--- config.mk ---
export PLATFORM = sky130hd
export DESIGN_NAME = npc_ctrl
export DESIGN_NICKNAME = d
export VERILOG_FILES = /design/src/hw/npc_pkg.sv /design/src/hw/npc_bus_cycle.sv /design/src/hw/npc_ctrl.sv
export VERILOG_INCLUDE_DIRS = /design/src /design/src/hw
export SDC_FILE = /design/constraint.sdc
export NUM_CORES = 1
export LEC_CHECK = 0
export ABC_CLOCK_PERIOD_IN_PS = 3100
export BUFFER_PORTS_ARGS = -buffer_cell sky130_fd_sc_hd__buf_2
export CAP_MARGIN = 0
export CORE_ASPECT_RATIO = 0.75
export CORE_MARGIN = 1
export CORE_UTILIZATION = 45
export DETAILED_ROUTE_END_ITERATION = 7
export HOLD_SLACK_MARGIN = 0.1
export PLACE_DENSITY = 0.78
export SYNTH_ARGS = -nofsm -noshare
export SYNTH_HDL_FRONTEND = slang
export SYNTH_SLANG_ARGS = --single-unit
--- constraint.sdc ---
create_clock -name clk -period 3.1 [get_ports clk]
set_input_delay 0.155 -clock clk [delete_from_list [all_inputs] [get_ports clk]]
set_output_delay 0.155 -clock clk [all_outputs]
set_load 0.02 [all_outputs]
--- src/hw/npc_regs.svh ---
// command codes, status bit positions and timing counts of the flash controller
`ifndef NPC_REGS_SVH
`define NPC_REGS_SVH

// ----------------------------------------
// command codes
// ----------------------------------------
`define NPC_CMD_MAIN_READ 8'h00
`define NPC_CMD_STATUS 8'h70
`define NPC_CMD_ERASE_SETUP 8'h60
`define NPC_CMD_ERASE_CONFIRM 8'hd0
`define NPC_CMD_PROG_CONFIRM 8'h10
`define NPC_CMD_SERIAL_IN 8'h80
`define NPC_CMD_ID_READ 8'h90
`define NPC_CMD_RESET 8'hff
`define NPC_ID_ADDR 8'h00

// ----------------------------------------
// operation_status fields
// ----------------------------------------
`define NPC_SR_PASS_FAIL 0
`define NPC_SR_READY 6
`define NPC_SR_UNPROT 7

// ----------------------------------------
// timing
// ----------------------------------------
`define NPC_CLK_MHZ 25
`define NPC_T_STROBE_NS 50
`define NPC_T_HOLD_NS 40
`define NPC_T_WB_NS 100
`define NPC_CYC(ns) ((((ns) * `NPC_CLK_MHZ) + 999) / 1000)
`define NPC_LOW_CYC `NPC_CYC(`NPC_T_STROBE_NS)
`define NPC_HOLD_CYC `NPC_CYC(`NPC_T_HOLD_NS)
`define NPC_WB_CYC `NPC_CYC(`NPC_T_WB_NS)
`define NPC_SYNC_CYC 2

`endif

--- src/hw/npc_pkg.sv ---
// types shared by the flash controller modules
package npc_pkg;
    typedef enum logic [2:0] {
        NPC_OP_RESET = 3'b000,
        NPC_OP_STATUS = 3'b001,
        NPC_OP_ERASE = 3'b010,
        NPC_OP_PROGRAM = 3'b011,
        NPC_OP_ID = 3'b100,
        NPC_OP_MAIN_READ = 3'b101
    } npc_op_e;

    typedef enum logic [1:0] {
        NPC_K_CMD = 2'b00,
        NPC_K_ADDR = 2'b01,
        NPC_K_WR = 2'b10,
        NPC_K_RD = 2'b11
    } npc_kind_e;

    typedef enum logic [1:0] {
        NPC_PH_IDLE = 2'b00,
        NPC_PH_SETUP = 2'b01,
        NPC_PH_LOW = 2'b10,
        NPC_PH_HOLD = 2'b11
    } npc_phase_e;

    typedef enum logic [2:0] {
        NPC_ST_IDLE = 3'b000,
        NPC_ST_STEP = 3'b001,
        NPC_ST_WAITC = 3'b010,
        NPC_ST_WAIT_WB = 3'b011,
        NPC_ST_WAIT_RDY = 3'b100,
        NPC_ST_FINISH = 3'b101
    } npc_state_e;

    typedef struct packed {
        npc_op_e op;
        logic [22:0] addr;
        logic [7:0] data;
    } npc_req_s;

    typedef struct packed {
        npc_kind_e kind;
        logic [7:0] value;
        logic last;
        logic busy;
    } npc_step_s;

    typedef struct packed {
        logic cle;
        logic ale;
        logic we_n;
        logic read_strobe_n;
        logic [7:0] io_out;
        logic io_oe;
    } npc_pins_s;
endpackage

--- src/hw/npc_bus_cycle.sv ---
// one command, address, write or read strobe cycle on the flash port
`timescale 1ns/1ps
`default_nettype none
`include "npc_regs.svh"
module npc_bus_cycle import npc_pkg::*; (
    // clock and reset
    input wire logic clk,
    input wire logic reset_n,
    // request
    input wire logic start,
    input wire npc_kind_e kind,
    input wire logic [7:0] value,
    // answer
    output logic done,
    output logic [7:0] rd_byte,
    // pins
    input wire logic [7:0] io_in_sync,
    output npc_pins_s pins
);
    typedef struct packed {
        npc_phase_e ph;
        npc_kind_e kind;
        logic [3:0] cnt;
        logic done;
        logic [7:0] rd;
        npc_pins_s pins;
    } npc_cyc_s;

    localparam npc_pins_s PINS_IDLE = '{1'b0, 1'b0, 1'b1, 1'b1, 8'h00, 1'b0};
    localparam npc_cyc_s CYC_RESET = '{NPC_PH_IDLE, NPC_K_CMD, 4'h0, 1'b0, 8'h00, PINS_IDLE};

    npc_cyc_s s;
    npc_cyc_s next_s;

    // ----------------------------------------
    // strobe sequencing
    // ----------------------------------------
    always_comb begin
        next_s = s;
        next_s.done = 1'b0;
        case (s.ph)
            NPC_PH_IDLE: begin
                if (start) begin
                    next_s.ph = NPC_PH_SETUP;
                    next_s.kind = kind;
                    next_s.pins.cle = (kind == NPC_K_CMD);
                    next_s.pins.ale = (kind == NPC_K_ADDR);
                    next_s.pins.io_out = value;
                    next_s.pins.io_oe = (kind != NPC_K_RD);
                end
            end
            NPC_PH_SETUP: begin
                next_s.ph = NPC_PH_LOW;
                if (s.kind == NPC_K_RD) begin
                    // extra cycles cover the input synchroniser
                    next_s.cnt = 4'(`NPC_LOW_CYC + `NPC_SYNC_CYC - 1);
                    next_s.pins.read_strobe_n = 1'b0;
                end else begin
                    next_s.cnt = 4'(`NPC_LOW_CYC - 1);
                    next_s.pins.we_n = 1'b0;
                end
            end
            NPC_PH_LOW: begin
                if (s.cnt != 4'h0) begin
                    next_s.cnt = s.cnt - 4'h1;
                end else begin
                    next_s.ph = NPC_PH_HOLD;
                    next_s.cnt = 4'(`NPC_HOLD_CYC - 1);
                    next_s.pins.we_n = 1'b1;
                    next_s.pins.read_strobe_n = 1'b1;
                    if (s.kind == NPC_K_RD) begin
                        next_s.rd = io_in_sync;
                    end
                end
            end
            NPC_PH_HOLD: begin
                if (s.cnt != 4'h0) begin
                    next_s.cnt = s.cnt - 4'h1;
                end else begin
                    next_s.ph = NPC_PH_IDLE;
                    next_s.done = 1'b1;
                    next_s.pins = PINS_IDLE;
                end
            end
            default: begin
                next_s = CYC_RESET;
            end
        endcase
    end

    always_ff @(posedge clk) begin
        if (!reset_n) begin
            s <= CYC_RESET;
        end else begin
            s <= next_s;
        end
    end

    assign done = s.done;
    assign rd_byte = s.rd;
    assign pins = s.pins;
endmodule // npc_bus_cycle
`default_nettype wire

--- src/hw/npc_ctrl.sv ---
// host controller that sequences a byte-wide flash through its strobe pins
// What this block does
// - erase: setup code then two address cycles
// - erase starts only on confirm after address
// - re-issue read command after status read; here sent only when NPC_OP_MAIN_READ is ordered, polls end in status mode
// - identification: code, zero address, two reads
// - write protect blocks writes; hold during power
// - program confirm only after data loading
`timescale 1ns/1ps
`default_nettype none
`include "npc_regs.svh"
module npc_ctrl import npc_pkg::*; (
    // clock and reset
    input wire logic clk,
    input wire logic reset_n,
    // user orders
    input wire logic req_valid,
    input wire npc_req_s req,
    output logic req_ready,
    input wire logic write_enable,
    output logic done,
    output logic failed,
    output logic [7:0] status,
    output logic [7:0] id_maker,
    output logic [7:0] id_device,
    // flash pins
    output logic ce_n,
    output logic cle,
    output logic ale,
    output logic we_n,
    output logic read_strobe_n,
    output logic write_protect_n,
    output logic [7:0] io_out,
    output logic io_oe,
    input wire logic [7:0] io_in,
    input wire logic busy_n_in
);
    typedef struct packed {
        npc_state_e st;
        npc_op_e op;
        logic [22:0] addr;
        logic [7:0] data;
        logic [2:0] idx;
        logic poll;
        logic [3:0] cnt;
        logic ce_n;
        logic wp_n;
        logic [7:0] status;
        logic [7:0] maker;
        logic [7:0] device;
        logic failed;
        logic done;
        logic [7:0] io_s1;
        logic [7:0] io_s2;
        logic bsy_s1;
        logic bsy_s2;
    } npc_ctl_s;

    localparam npc_ctl_s CTL_RESET = '{NPC_ST_IDLE, NPC_OP_RESET, 23'h000000, 8'h00, 3'h0, 1'b0, 4'h0,
        1'b1, 1'b0, 8'h00, 8'h00, 8'h00, 1'b0, 1'b0, 8'h00, 8'h00, 1'b0, 1'b0};

    npc_ctl_s s;
    npc_ctl_s next_s;
    npc_op_e eff_op;
    npc_step_s step;
    logic cyc_start;
    logic cyc_done;
    logic [7:0] cyc_rd;
    npc_pins_s pins;

    // ----------------------------------------
    // per-operation strobe programme
    // ----------------------------------------
    function automatic npc_step_s step_of(npc_op_e op, logic [2:0] idx, logic [22:0] a, logic [7:0] d);
        npc_step_s r;
        r = '{NPC_K_CMD, 8'h00, 1'b1, 1'b0};
        case (op)
            NPC_OP_RESET: begin
                r = '{NPC_K_CMD, `NPC_CMD_RESET, 1'b1, 1'b1};
            end
            NPC_OP_STATUS: begin
                if (idx == 3'd0) r = '{NPC_K_CMD, `NPC_CMD_STATUS, 1'b0, 1'b0};
                else r = '{NPC_K_RD, 8'h00, 1'b1, 1'b0};
            end
            NPC_OP_ERASE: begin
                case (idx)
                    3'd0: r = '{NPC_K_CMD, `NPC_CMD_ERASE_SETUP, 1'b0, 1'b0};
                    3'd1: r = '{NPC_K_ADDR, {a[16:13], 4'h0}, 1'b0, 1'b0};
                    3'd2: r = '{NPC_K_ADDR, {2'b00, a[22:17]}, 1'b0, 1'b0};
                    default: r = '{NPC_K_CMD, `NPC_CMD_ERASE_CONFIRM, 1'b1, 1'b1};
                endcase
            end
            NPC_OP_PROGRAM: begin
                case (idx)
                    3'd0: r = '{NPC_K_CMD, `NPC_CMD_SERIAL_IN, 1'b0, 1'b0};
                    3'd1: r = '{NPC_K_ADDR, a[7:0], 1'b0, 1'b0};
                    3'd2: r = '{NPC_K_ADDR, a[16:9], 1'b0, 1'b0};
                    3'd3: r = '{NPC_K_ADDR, {2'b00, a[22:17]}, 1'b0, 1'b0};
                    3'd4: r = '{NPC_K_WR, d, 1'b0, 1'b0};
                    default: r = '{NPC_K_CMD, `NPC_CMD_PROG_CONFIRM, 1'b1, 1'b1};
                endcase
            end
            NPC_OP_ID: begin
                case (idx)
                    3'd0: r = '{NPC_K_CMD, `NPC_CMD_ID_READ, 1'b0, 1'b0};
                    3'd1: r = '{NPC_K_ADDR, `NPC_ID_ADDR, 1'b0, 1'b0};
                    3'd2: r = '{NPC_K_RD, 8'h00, 1'b0, 1'b0};
                    default: r = '{NPC_K_RD, 8'h00, 1'b1, 1'b0};
                endcase
            end
            NPC_OP_MAIN_READ: begin
                // leaves status mode before further page reading
                r = '{NPC_K_CMD, `NPC_CMD_MAIN_READ, 1'b1, 1'b0};
            end
            default: begin
                r = '{NPC_K_CMD, 8'h00, 1'b1, 1'b0};
            end
        endcase
        return r;
    endfunction

    assign eff_op = s.poll ? NPC_OP_STATUS : s.op;
    assign step = step_of(eff_op, s.idx, s.addr, s.data);
    assign cyc_start = (s.st == NPC_ST_STEP);

    // ----------------------------------------
    // operation sequencer
    // ----------------------------------------
    always_comb begin
        next_s = s;
        next_s.done = 1'b0;
        next_s.io_s1 = io_in;
        next_s.io_s2 = s.io_s1;
        next_s.bsy_s1 = busy_n_in;
        next_s.bsy_s2 = s.bsy_s1;
        case (s.st)
            NPC_ST_IDLE: begin
                next_s.wp_n = write_enable;
                if (req_valid) begin
                    next_s.op = req.op;
                    next_s.addr = req.addr;
                    next_s.data = req.data;
                    next_s.idx = 3'h0;
                    next_s.poll = 1'b0;
                    next_s.failed = 1'b0;
                    next_s.ce_n = 1'b0;
                    next_s.st = NPC_ST_STEP;
                end
            end
            NPC_ST_STEP: begin
                next_s.st = NPC_ST_WAITC;
            end
            NPC_ST_WAITC: begin
                if (cyc_done) begin
                    if (step.kind == NPC_K_RD) begin
                        if (eff_op == NPC_OP_ID) begin
                            if (s.idx == 3'd2) next_s.maker = cyc_rd;
                            else next_s.device = cyc_rd;
                        end else begin
                            next_s.status = cyc_rd;
                        end
                    end
                    if (!step.last) begin
                        next_s.idx = s.idx + 3'h1;
                        next_s.st = NPC_ST_STEP;
                    end else if (step.busy) begin
                        next_s.cnt = 4'(`NPC_WB_CYC + `NPC_SYNC_CYC - 1);
                        next_s.st = NPC_ST_WAIT_WB;
                    end else if (s.poll && !cyc_rd[`NPC_SR_READY]) begin
                        // still busy: read status again without a new command
                        next_s.st = NPC_ST_STEP;
                    end else begin
                        next_s.st = NPC_ST_FINISH;
                    end
                end
            end
            NPC_ST_WAIT_WB: begin
                if (s.cnt != 4'h0) next_s.cnt = s.cnt - 4'h1;
                else next_s.st = NPC_ST_WAIT_RDY;
            end
            NPC_ST_WAIT_RDY: begin
                if (s.bsy_s2) begin
                    if (s.op == NPC_OP_ERASE || s.op == NPC_OP_PROGRAM) begin
                        next_s.poll = 1'b1;
                        next_s.idx = 3'h0;
                        next_s.st = NPC_ST_STEP;
                    end else begin
                        next_s.st = NPC_ST_FINISH;
                    end
                end
            end
            NPC_ST_FINISH: begin
                next_s.st = NPC_ST_IDLE;
                next_s.ce_n = 1'b1;
                next_s.done = 1'b1;
                if (s.poll) next_s.failed = s.status[`NPC_SR_PASS_FAIL] | ~s.status[`NPC_SR_UNPROT];
            end
            default: begin
                next_s = CTL_RESET;
            end
        endcase
    end

    always_ff @(posedge clk) begin
        if (!reset_n) begin
            s <= CTL_RESET;
        end else begin
            s <= next_s;
        end
    end

    npc_bus_cycle u_cycle (
        .clk(clk),
        .reset_n(reset_n),
        .start(cyc_start),
        .kind(step.kind),
        .value(step.value),
        .done(cyc_done),
        .rd_byte(cyc_rd),
        .io_in_sync(s.io_s2),
        .pins(pins)
    );

    assign req_ready = (s.st == NPC_ST_IDLE);
    assign done = s.done;
    assign failed = s.failed;
    assign status = s.status;
    assign id_maker = s.maker;
    assign id_device = s.device;
    assign ce_n = s.ce_n;
    assign write_protect_n = s.wp_n;
    assign cle = pins.cle;
    assign ale = pins.ale;
    assign we_n = pins.we_n;
    assign read_strobe_n = pins.read_strobe_n;
    assign io_out = pins.io_out;
    assign io_oe = pins.io_oe;
endmodule // npc_ctrl
`default_nettype wire

**Yosys cells after proc, flatten, opt, wreduce, memory -nomap -nowiden**

Index checks and enable logic that the tools add are counted.

- $add $sub $neg: 3
- Equal/unequal tests: 43
- Muxes and demuxes: 57
- Bitwise logic cells: 9
- Reductions and logical operators: 38

Operator list:

| kind | count |
|---|---|
| $pmux W12 S5 | 2 |
| $pmux W34 S2 | 1 |
| $mux W24 | 2 |
| $pmux W24 S2 | 1 |
| $mux W41 | 1 |
| $ne A2 B2 Y1 const B | 19 |
| $mux W4 | 9 |
| $pmux W12 S3 | 1 |
| $pmux W11 S3 | 1 |
| $mux W3 | 10 |
| $eq A3 B2 Y1 const B | 8 |
| $mux W8 | 3 |
| $pmux W4 S3 | 2 |
| $reduce_and A4 Y1 | 5 |
| $pmux W9 S2 | 1 |
| $mux W16 | 1 |
| $pmux W3 S5 | 1 |
| $reduce_and A5 Y1 | 3 |
| $mux W13 | 1 |
| $eq A3 B3 Y1 const B | 4 |
| $mux W12 | 1 |
| $pmux W3 S4 | 1 |
| $reduce_and A2 Y1 | 6 |
| $reduce_and A3 Y1 | 4 |
| other kinds (29) | 62 |

- Flip-flop bits (word level): 121
- Bits of input ports: 47
- Word-level logic and storage cells: 179

**Depth between registers and ports, before layout**

Gate-level depths: netlist (run 1).

- Word-level depth: 7
- Mapped depth: 8
- Mapped depth without buffers: 8

**Cells and area by module**

From an unflattened synthesis (run 1), not the netlist that was laid out.

- Cells, all modules: 723
- Area, all modules: 6003.3 sq um

By module, submodules not included:

| module | instances | cells an instance | area each (sq um) | sequential area each (sq um) |
|---|---|---|---|---|
| npc_ctrl | 1 | 535 | 4375.4 | 1801.7 |
| npc_bus_cycle | 1 | 188 | 1627.8 | 600.6 |

**Worst setup path before layout (run 1)**

No wires, ideal clock.

- Kind: register -> register
- From: register s[51] in the netlist's numbering
- To: register s (netlist bit id_device[0])
- Arrival time: 2.116 ns
- Required time: 2.979 ns
- Path slack: 0.863 ns
- Stages on the path, launching flop included: 9
- Clock period less this slack: 2.237 ns
- Path through: dfxtp_1 > inv_1 > ha_1 > nand2b_1 > nand3_1 > o2bb2ai_2 > a211o_4 > o311a_4 > a2bb2o_1

- Longest elaborated chain between the ends: 6
- Elaborated cells between the ends (all ways): 14
- Classes of those cells: eq/ne: 7; mux: 5; reduce/logical: 2

RTL lines:

| item | line | RTL |
|---|---|---|
| from (decl) | npc_ctrl.sv:62 | `npc_ctl_s s;` |
| from (signal assigned) | npc_ctrl.sv:208 | `s <= next_s;` |
| $eq A3 B3 Y1, or another cell as far along | npc_ctrl.sv:94 | `case (idx)` |
| $pmux W12 S5, or another cell as far along | npc_ctrl.sv:94 |  |
| $pmux W12 S5 | npc_ctrl.sv:77 | `case (op)` |
| $eq A2 B2 Y1 | npc_ctrl.sv:155 | `if (step.kind == NPC_K_RD) begin` |
| $ne A2 B2 Y1 (no source line) | -- |  |
| $reduce_and A5 Y1 (no source line) * | -- |  |

Every way passes the cells marked *; elsewhere a longest branch is shown, timed or not.
A chain may end at the register's enable or synchronous reset.

**Worst setup path after layout (run 1)**

- From: register s[51] in the netlist's numbering
- To: register s (netlist bit id_maker[1])

The elaborated chain is that of the path after synthesis.

==> impl_metrics.csv, run 1 <==
group,metric,value,unit
outcome,status,"complete, no violations",
min_path,hp-start,"reset_n",
routing,drtPass1Iterations,6,
routing,drtIter0Drc,475,
worst_setup_path,r2r_end,"id_maker[1]",
worst_setup_path,path_cells,"inv_1, ha_1, nand2b_1, a21oi_1, o2bb2ai_2, a211oi_2, a21oi_2, a32o_1",
clocking,cts_root_buf,"clkbuf_16",
timing,tns,0,ns
logic_synthesis,synth_xor_area_share,0.309,%
clocking,clk_pin_slew_worst_paths,0.06,ns
logic_synthesis,syn-num-nets,703,
timing,fin_hold_ws,0.125,ns
logic_synthesis,synth_area_per_cell,8.82,um^2
final_layout,drive_above_1_share,18.9,%
worst_setup_path,cp_num_buf_inv,1,
timing,max_freq,0.359,GHz
logic_synthesis,ys_ff_latch,120,
timing,slew_headroom,41.0,%
power,p_int,3250,uW
grt,grt_pass1_wl,23.9,mm
placed_design,gp_congestion,0.898,
logic_synthesis,synth_async_sr_flop_share,0,%
final_layout,area_growth,23.2,%
floorplan,ioPinCount,89,
worst_setup_path,end_kind,"flip-flop",
grt,grt_overflow,0,
timing,drv_slew,0,
logic_synthesis,synth_top_area_share,42.4,%
placed_design,place_ws,0.397,ns
floorplan,die_width,132,um
grt,grt_max_degree,47,
logic_synthesis,yosys.cell_count.top_type,"dfxtp_1",
worst_setup_path,r2r_cells,8,
grt,grt.met3_usage,5.81,%
logic_synthesis,yosys.cell_types.count,63,
clocking,cts_tree,"yes",
floorplan,core_area,12300,um^2
grt,grt_pass1_vias,4869,
clocking,cts_buffer_depth,2,
worst_setup_path,path_max_fanout,17,
power,clockPowerShare,42.6,%
clocking,cts_made_buffers,17,
logic_synthesis,synth-simple-area-share,21.1,%
grt,grt_usage,22.7,%
min_path,hp-class,"in2reg",
worst_setup_path,r2r_setup_slack,0.31,ns
worst_setup_path,cpPeakStageDelay,0.60,ns
placed_design,place_area,5980,um^2
floorplan,start_util,46.2,%
final_layout,fin_area,6980,um^2
timing,worst_slew_pin_slew,0.881,ns
logic_synthesis,synthTopCellsByCount,"dfxtp_1 (120), nand2_1 (78), nand3_1 (47)",
timing,final.setup.worst_slack,0.312,ns
power,max-vdd-ir-drop,0.434,mV
grt,met2_usage,35.0,%
job,drv_cap,0,
timing,hold_violations,0,
worst_setup_path,reg2reg_from,"s[51]",
grt,met1_usage,30.2,%
placed_design,port_buffers,87,
final_layout,final_core_util,57.0,%
power,power.leakage,0.00288,uW
routing,vias_per_cell,5.66,
routing,postRouteAntennaNets,0,
logic_synthesis,ys_top_cells_by_area,"dfxtp_1 (42%), nand2_1 (5.2%), a21boi_0 (4.9%), buf_4 (4.4%), nand3_1 (4.1%)",
timing,post-route-period-util,89.9,%
power,swShare,29.7,%
grt,busiest_layer,"met2",
min_path,min_path_cells,2,
logic_synthesis,yosys_warnings,0,
logic_synthesis,synth_flop_cell,"dfxtp_1",
worst_setup_path,critPathKind,"reg2reg",
worst_setup_path,worstPathRequired,3.39,ns
logic_synthesis,syn-instance-count,643,
timing,setup_viol,0,
floorplan,fp.dieH,99.2,um
routing,totalWireLength,14.7,mm
clocking,clkLatencyLatePin,0.41,ns
logic_synthesis,synth_compound_area_share,22.5,%
routing,route.vias.total,5130,
final_layout,multi_input_area,2810,um^2
logic_synthesis,synth_top_area_cell,"dfxtp_1",
final_layout,antenna_cells,0,
worst_setup_path,crit_arrival,3.08,ns
worst_setup_path,slowest_stage,"a211oi_2",
clocking,htree_levels,4,
routing,drc_errors,0,
power,p_seq_share,38.9,%
timing,fin_skew,0.00983,ns
logic_synthesis,ys_seq_area_share,42.4,%
final_layout,seq_area,2400,um^2
logic_synthesis,muxShareOfSynthArea,2.82,%
power,combPwrFrac,18.5,%
logic_synthesis,synth_edf_count,0,
timing,rsz0062_at_grt,"no",
routing,avgRoutedWirePerCell,16.3,um
final_layout,layout.nets,787,
min_path,holdPathEnd,"s[49]",
logic_synthesis,synthAdderAreaFrac,2.87,%
clocking,clock-sinks,120,
power,power_density,663,nW/um^2
logic_synthesis,syn-cell-area,5670,um^2
logic_synthesis,synth_top_family_by_area,"compound AO/OA/AOI/OAI gates",
floorplan,design.die.area,13100,um^2
power,switchingPower,1370,uW
timing,period_needed,2.79,ns
worst_setup_path,cpLargestDelayFamily,"compound AO/OA/AOI/OAI gates",
final_layout,num-fill-cells,1062,
worst_setup_path,start_kind,"flip-flop",
placed_design,dp_hpwl,9.82,mm
floorplan,rows,35,
grt,antenna_found_initial,0,
worst_setup_path,crit_path_start,"s[51]",
-- logic make-up (layout without fill, tap and decap cells) --
| family | after synthesis | after routing |
|---|---|---|
| AO/OA/AOI/OAI | 168 | 168 |
| multiplexers | 16 | 16 |
| buffers and inverters | 88 | 185 |
| AND/OR/NAND/NOR | 236 | 236 |
| flip-flops | 120 | 120 |
| XOR/XNOR | 2 | 2 |
| adder cells (fa/ha/maj) | 13 | 13 |
-- layer usage --
layer  wire length [um]  share of wire, %
met1               6620                45
met4                371               2.5
met3                993               6.7
met5                  0                 0
met2               6750                46
-- flip-flops by register name (all words and copies together), names as in the netlist --
signal           flops
ce_n                 1
id_maker             8
id_device            8
status               8
u_cycle.s            8
u_cycle.rd_byte      8
u_cycle.done         1
write_protect_n      1
s                   62
failed               1
u_cycle.pins        13
done                 1
-- repair_timing --
action	CTS	global route
resized for setup	0	0
hold buffers	41	0
buffers inserted	0	0
hold endpoints to repair	41	0
-- power by group through the flow --
stage               Sequential, uW  Clock (uW)  Combinational (uW)
finish                        1800        1970                 855
global placement              1820           0                 759
floorplan                     1800           0                 617
global route                  1820        2070                 940
detailed placement            1830           0                 792
CTS                           1800        1990                 841
-- cell usage in the layout, fill, tap and decap left out, types with 3 or more instances in the layout --
cell,count
a31oi_1,9
dlygate4sd3_1,41
o22ai_1,4
o31ai_1,3
a221oi_1,8
o21ai_0,28
and3_1,27
nand3_1,47
a2bb2o_1,6
a32o_1,10
o2bb2ai_1,9
inv_1,18
dfxtp_1,120
nand2b_1,4
a21boi_0,37
nor3_1,6
mux2i_1,16
nor3b_1,4
clkbuf_16,17
a22oi_1,6
clkinvlp_4,4
inv_6,3
and2_1,5
nor4_1,4
ha_1,13
buf_4,7
a21o_1,3
nor2_1,23
a21oi_1,14
or2_2,3
a32oi_1,3
o211a_1,4
nor2b_1,23
buf_2,87
nand2_1,78
-- worst register-to-register path, cell delays in order (launching register included) --
cell	delay (ns)
dfxtp_1	0.39
inv_1	0.09
ha_1	0.41
nand2b_1	0.34
a21oi_1	0.13
o2bb2ai_2	0.20
a211oi_2	0.60
a21oi_2	0.24
a32o_1	0.27
-- worst max path at each step --
stage                         to  cells after the start
floorplan           id_device[0]                      8
global placement     id_maker[2]                      8
detailed placement   id_maker[1]                      8
finish               id_maker[1]                      8
CTS                  id_maker[1]                      8
global route         id_maker[1]                      8
-- layout make-up --
type	count	share of cell area, %
flip-flops and latches	120	34.4
multi-input cells	435	40.3
clock inverters	13	2.06
well taps	166	2.97
repair buffers	135	12.9
inverters	18	0.967
clock buffers	19	6.49
-- through the flow --
| stage | instances | power (uW) |
|---|---|---|
| global placement | 833 | 2580 |
| floorplan | 643 | 2420 |
| finish | 906 | 4630 |
| CTS | 906 | 4620 |
| detailed placement | 833 | 2620 |
| global route | 906 | 4820 |
Power figures use the tool's default switching activity.
==> run 2: changes to the inputs <==
--- a/config.mk
+++ b/config.mk
@@ -6,6 +6,7 @@
 export SDC_FILE = /design/constraint.sdc
 export NUM_CORES = 1
 export LEC_CHECK = 0
+export ABC_AREA = 1
 export ABC_CLOCK_PERIOD_IN_PS = 3100
 export BUFFER_PORTS_ARGS = -buffer_cell sky130_fd_sc_hd__buf_2
 export CAP_MARGIN = 0
@@ -14,7 +15,7 @@
 export CORE_UTILIZATION = 45
 export DETAILED_ROUTE_END_ITERATION = 7
 export HOLD_SLACK_MARGIN = 0.1
-export PLACE_DENSITY = 0.78
+export PLACE_DENSITY = 0.77
 export SYNTH_ARGS = -nofsm -noshare
 export SYNTH_HDL_FRONTEND = slang
 export SYNTH_SLANG_ARGS = --single-unit
==> impl_metrics.csv, run 2 <==
group,metric,value,unit
worst_setup_path,cpPeakStageDelay,0.35,ns
routing,vias_per_cell,4.97,
final_layout,num-fill-cells,1155,
job,drv_cap,0,
placed_design,dp_hpwl,9.62,mm
timing,setup_viol,0,
power,swShare,41.6,%
clocking,clkLatencyLatePin,0.41,ns
logic_synthesis,synth_top_area_cell,"dfxtp_1",
power,p_seq_share,30.3,%
grt,antenna_found_initial,0,
logic_synthesis,ys_seq_area_share,40.5,%
timing,post-route-period-util,70.5,%
clocking,clock-sinks,120,
floorplan,design.die.area,13600,um^2
worst_setup_path,crit_arrival,2.49,ns
worst_setup_path,cpLargestDelayFamily,"simple AND/OR/NAND/NOR gates",
routing,drtPass1Iterations,6,
logic_synthesis,ys_ff_latch,120,
timing,max_freq,0.457,GHz
floorplan,rows,35,
final_layout,final_core_util,57.9,%
logic_synthesis,synth_async_sr_flop_share,0,%
final_layout,largest_register_ffs,62,
final_layout,area_growth,22.6,%
final_layout,seq_area,2400,um^2
logic_synthesis,yosys.cell_types.count,38,
timing,hold_violations,0,
placed_design,gp_congestion,0.896,
grt,grt_max_degree,55,
routing,totalWireLength,14.3,mm
worst_setup_path,critPathKind,"reg2reg",
clocking,cts_made_buffers,17,
worst_setup_path,reg2reg_from,"s[51]",
final_layout,final_cell_mix,"nand2_1 (180), nor2_1 (121), dfxtp_1 (120)",
timing,rsz0062_at_grt,"no",
timing,tns,0,ns
worst_setup_path,worstPathRequired,3.41,ns
floorplan,start_util,47.2,%
grt,grt_usage,22.2,%
worst_setup_path,end_kind,"flip-flop",
power,power.leakage,0.00337,uW
logic_synthesis,yosys_warnings,0,
final_layout,instances_no_fill,1099,
final_layout,drive_above_1_share,18.2,%
worst_setup_path,slowest_stage,"dfxtp_1",
logic_synthesis,ys_top_cells_by_area,"dfxtp_1 (41%), nand2_1 (11%), nor2_1 (7.7%), inv_1 (6.9%), a22oi_1 (4.1%)",
logic_synthesis,synth_edf_count,0,
logic_synthesis,syn-instance-count,824,
clocking,post_cts_resized,0,
grt,grt_pass1_wl,23.5,mm
final_layout,top_register,"s",
logic_synthesis,synth_top_area_share,40.5,%
power,max-vdd-ir-drop,0.593,mV
grt,grt_overflow,0,
logic_synthesis,synth_area_per_cell,7.20,um^2
timing,slew_headroom,37.3,%
power,power_density,968,nW/um^2
logic_synthesis,syn-cell-area,5930,um^2
worst_setup_path,crit_path_start,"s[51]",
min_path,hp-class,"in2reg",
clocking,cts_root_buf,"clkbuf_16",
worst_setup_path,path_max_fanout,6,
grt,grt_pass1_vias,4875,
routing,drc_errors,0,
final_layout,layout.nets,979,
clocking,cts_tree,"yes",
power,switchingPower,2930,uW
power,combPwrFrac,40.6,%
floorplan,core_area,12600,um^2
worst_setup_path,cp_num_buf_inv,4,
routing,avgRoutedWirePerCell,13.0,um
floorplan,die_width,135,um
final_layout,final_common_cell,"nand2_1",
timing,worst_slew_pin_slew,0.940,ns
power,p_int,4110,uW
placed_design,post-place-cells,1023,
routing,postRouteAntennaNets,0,
routing,route.vias.total,5462,
outcome,status,"complete, no violations",
clocking,htree_levels,4,
timing,drv_slew,0,
logic_synthesis,synth_flop_cell,"dfxtp_1",
routing,drtIter0Drc,447,
timing,period_needed,2.19,ns
final_layout,multi_input_area,2690,um^2
timing,fin_hold_ws,0.132,ns
floorplan,fp.dieH,101,um
min_path,hp-start,"req_valid",
logic_synthesis,yosys.cell_count.top_type,"nand2_1",
clocking,clk_pin_slew_worst_paths,0.06,ns
power,clockPowerShare,29.2,%
placed_design,port_buffers,87,
timing,fin_skew,0.00952,ns
power,finalPower,7040,uW
worst_setup_path,start_kind,"flip-flop",
worst_setup_path,path_cells,"inv_1, ha_1, inv_1, nor2_2, inv_2, nand3_1, nand2_1, nor2_1, nand2_1, nand2_1, inv_1, o21ai_0, nor2_1",
logic_synthesis,synthTopCellsByCount,"nand2_1 (180), nor2_1 (121), dfxtp_1 (120)",
logic_synthesis,syn-num-nets,884,
floorplan,ioPinCount,89,
clocking,cts_buffer_depth,2,
## run 2: cell families (layout without fill, tap and decap cells)
group	count (synthesis)	in the layout	share of synthesized area [%]
AO/OA/AOI/OAI	116	116	12.4
buffers and inverters	180	288	14.1
flip-flops	120	120	40.5
other	0	1	0
XOR/XNOR	2	2	0.295
AND/OR/NAND/NOR	393	393	30.0
adder cells (fa/ha/maj)	13	13	2.74
## run 2: per-layer routing
layer	vias up	global-route usage, %	part of all wire [%]
met3	26	5.46	6.6
met2	170	31.9	41
li1	2795	-	-
met1	2471	31.5	50
met4	0	9.25	2.0
met5	-	0	0
## run 2: cell type report
class	instances	area share [%]
Clock buffer	17	5.85
Inverter	123	6.37
Antenna cell	1	0.0344
Multi-Input combinational cell	524	37.0
Clock inverter	15	2.62
Tap cell	166	2.86
Timing Repair Buffer	133	12.2
Sequential cell	120	33.0
## run 2: stage by stage
| step | instance area [um^2] | worst slack (ns) |
|---|---|---|
| 3_3_place_gp | 6220 | 0.998 |
| 5_1_grt | 7270 | 0.625 |
| 3_5_place_dp | 6220 | 0.967 |
| 4_1_cts | 7270 | 0.940 |
| 6_report | 7270 | 0.914 |
| 2_1_floorplan | 5930 | 1.36 |
## run 2: final timing paths
kind | end | slack (ns) | depth (start not counted)
worst max-delay path | s[46] | 0.91 | 13
worst min-delay path | s[50] | 0.13 | 4
worst min register to register | s[5] | 0.40 | 2
worst max register to register | s[46] | 0.91 | 13
## run 2: tightest hold or removal path, stage by stage
cell,delay [ns]
buf_2,0.07
inv_1,0.07
nand2_1,0.12
a21oi_1,0.07
## run 2: repair_timing
action / 4_1_cts / 5_1_grt
hold buffers: 43 / 0
buffers inserted: 0 / 0
endpoints found under the hold margin: 43 / 0
## run 2: power groups by stage
stage | registers [uW] | logic [uW] | clock network (uW)
global route | 2170 | 3200 | 2170
global placement | 2140 | 2720 | 0
detailed placement | 2150 | 2760 | 0
floorplan | 2140 | 2300 | 0
finish | 2130 | 2850 | 2050
CTS | 2130 | 2820 | 2080
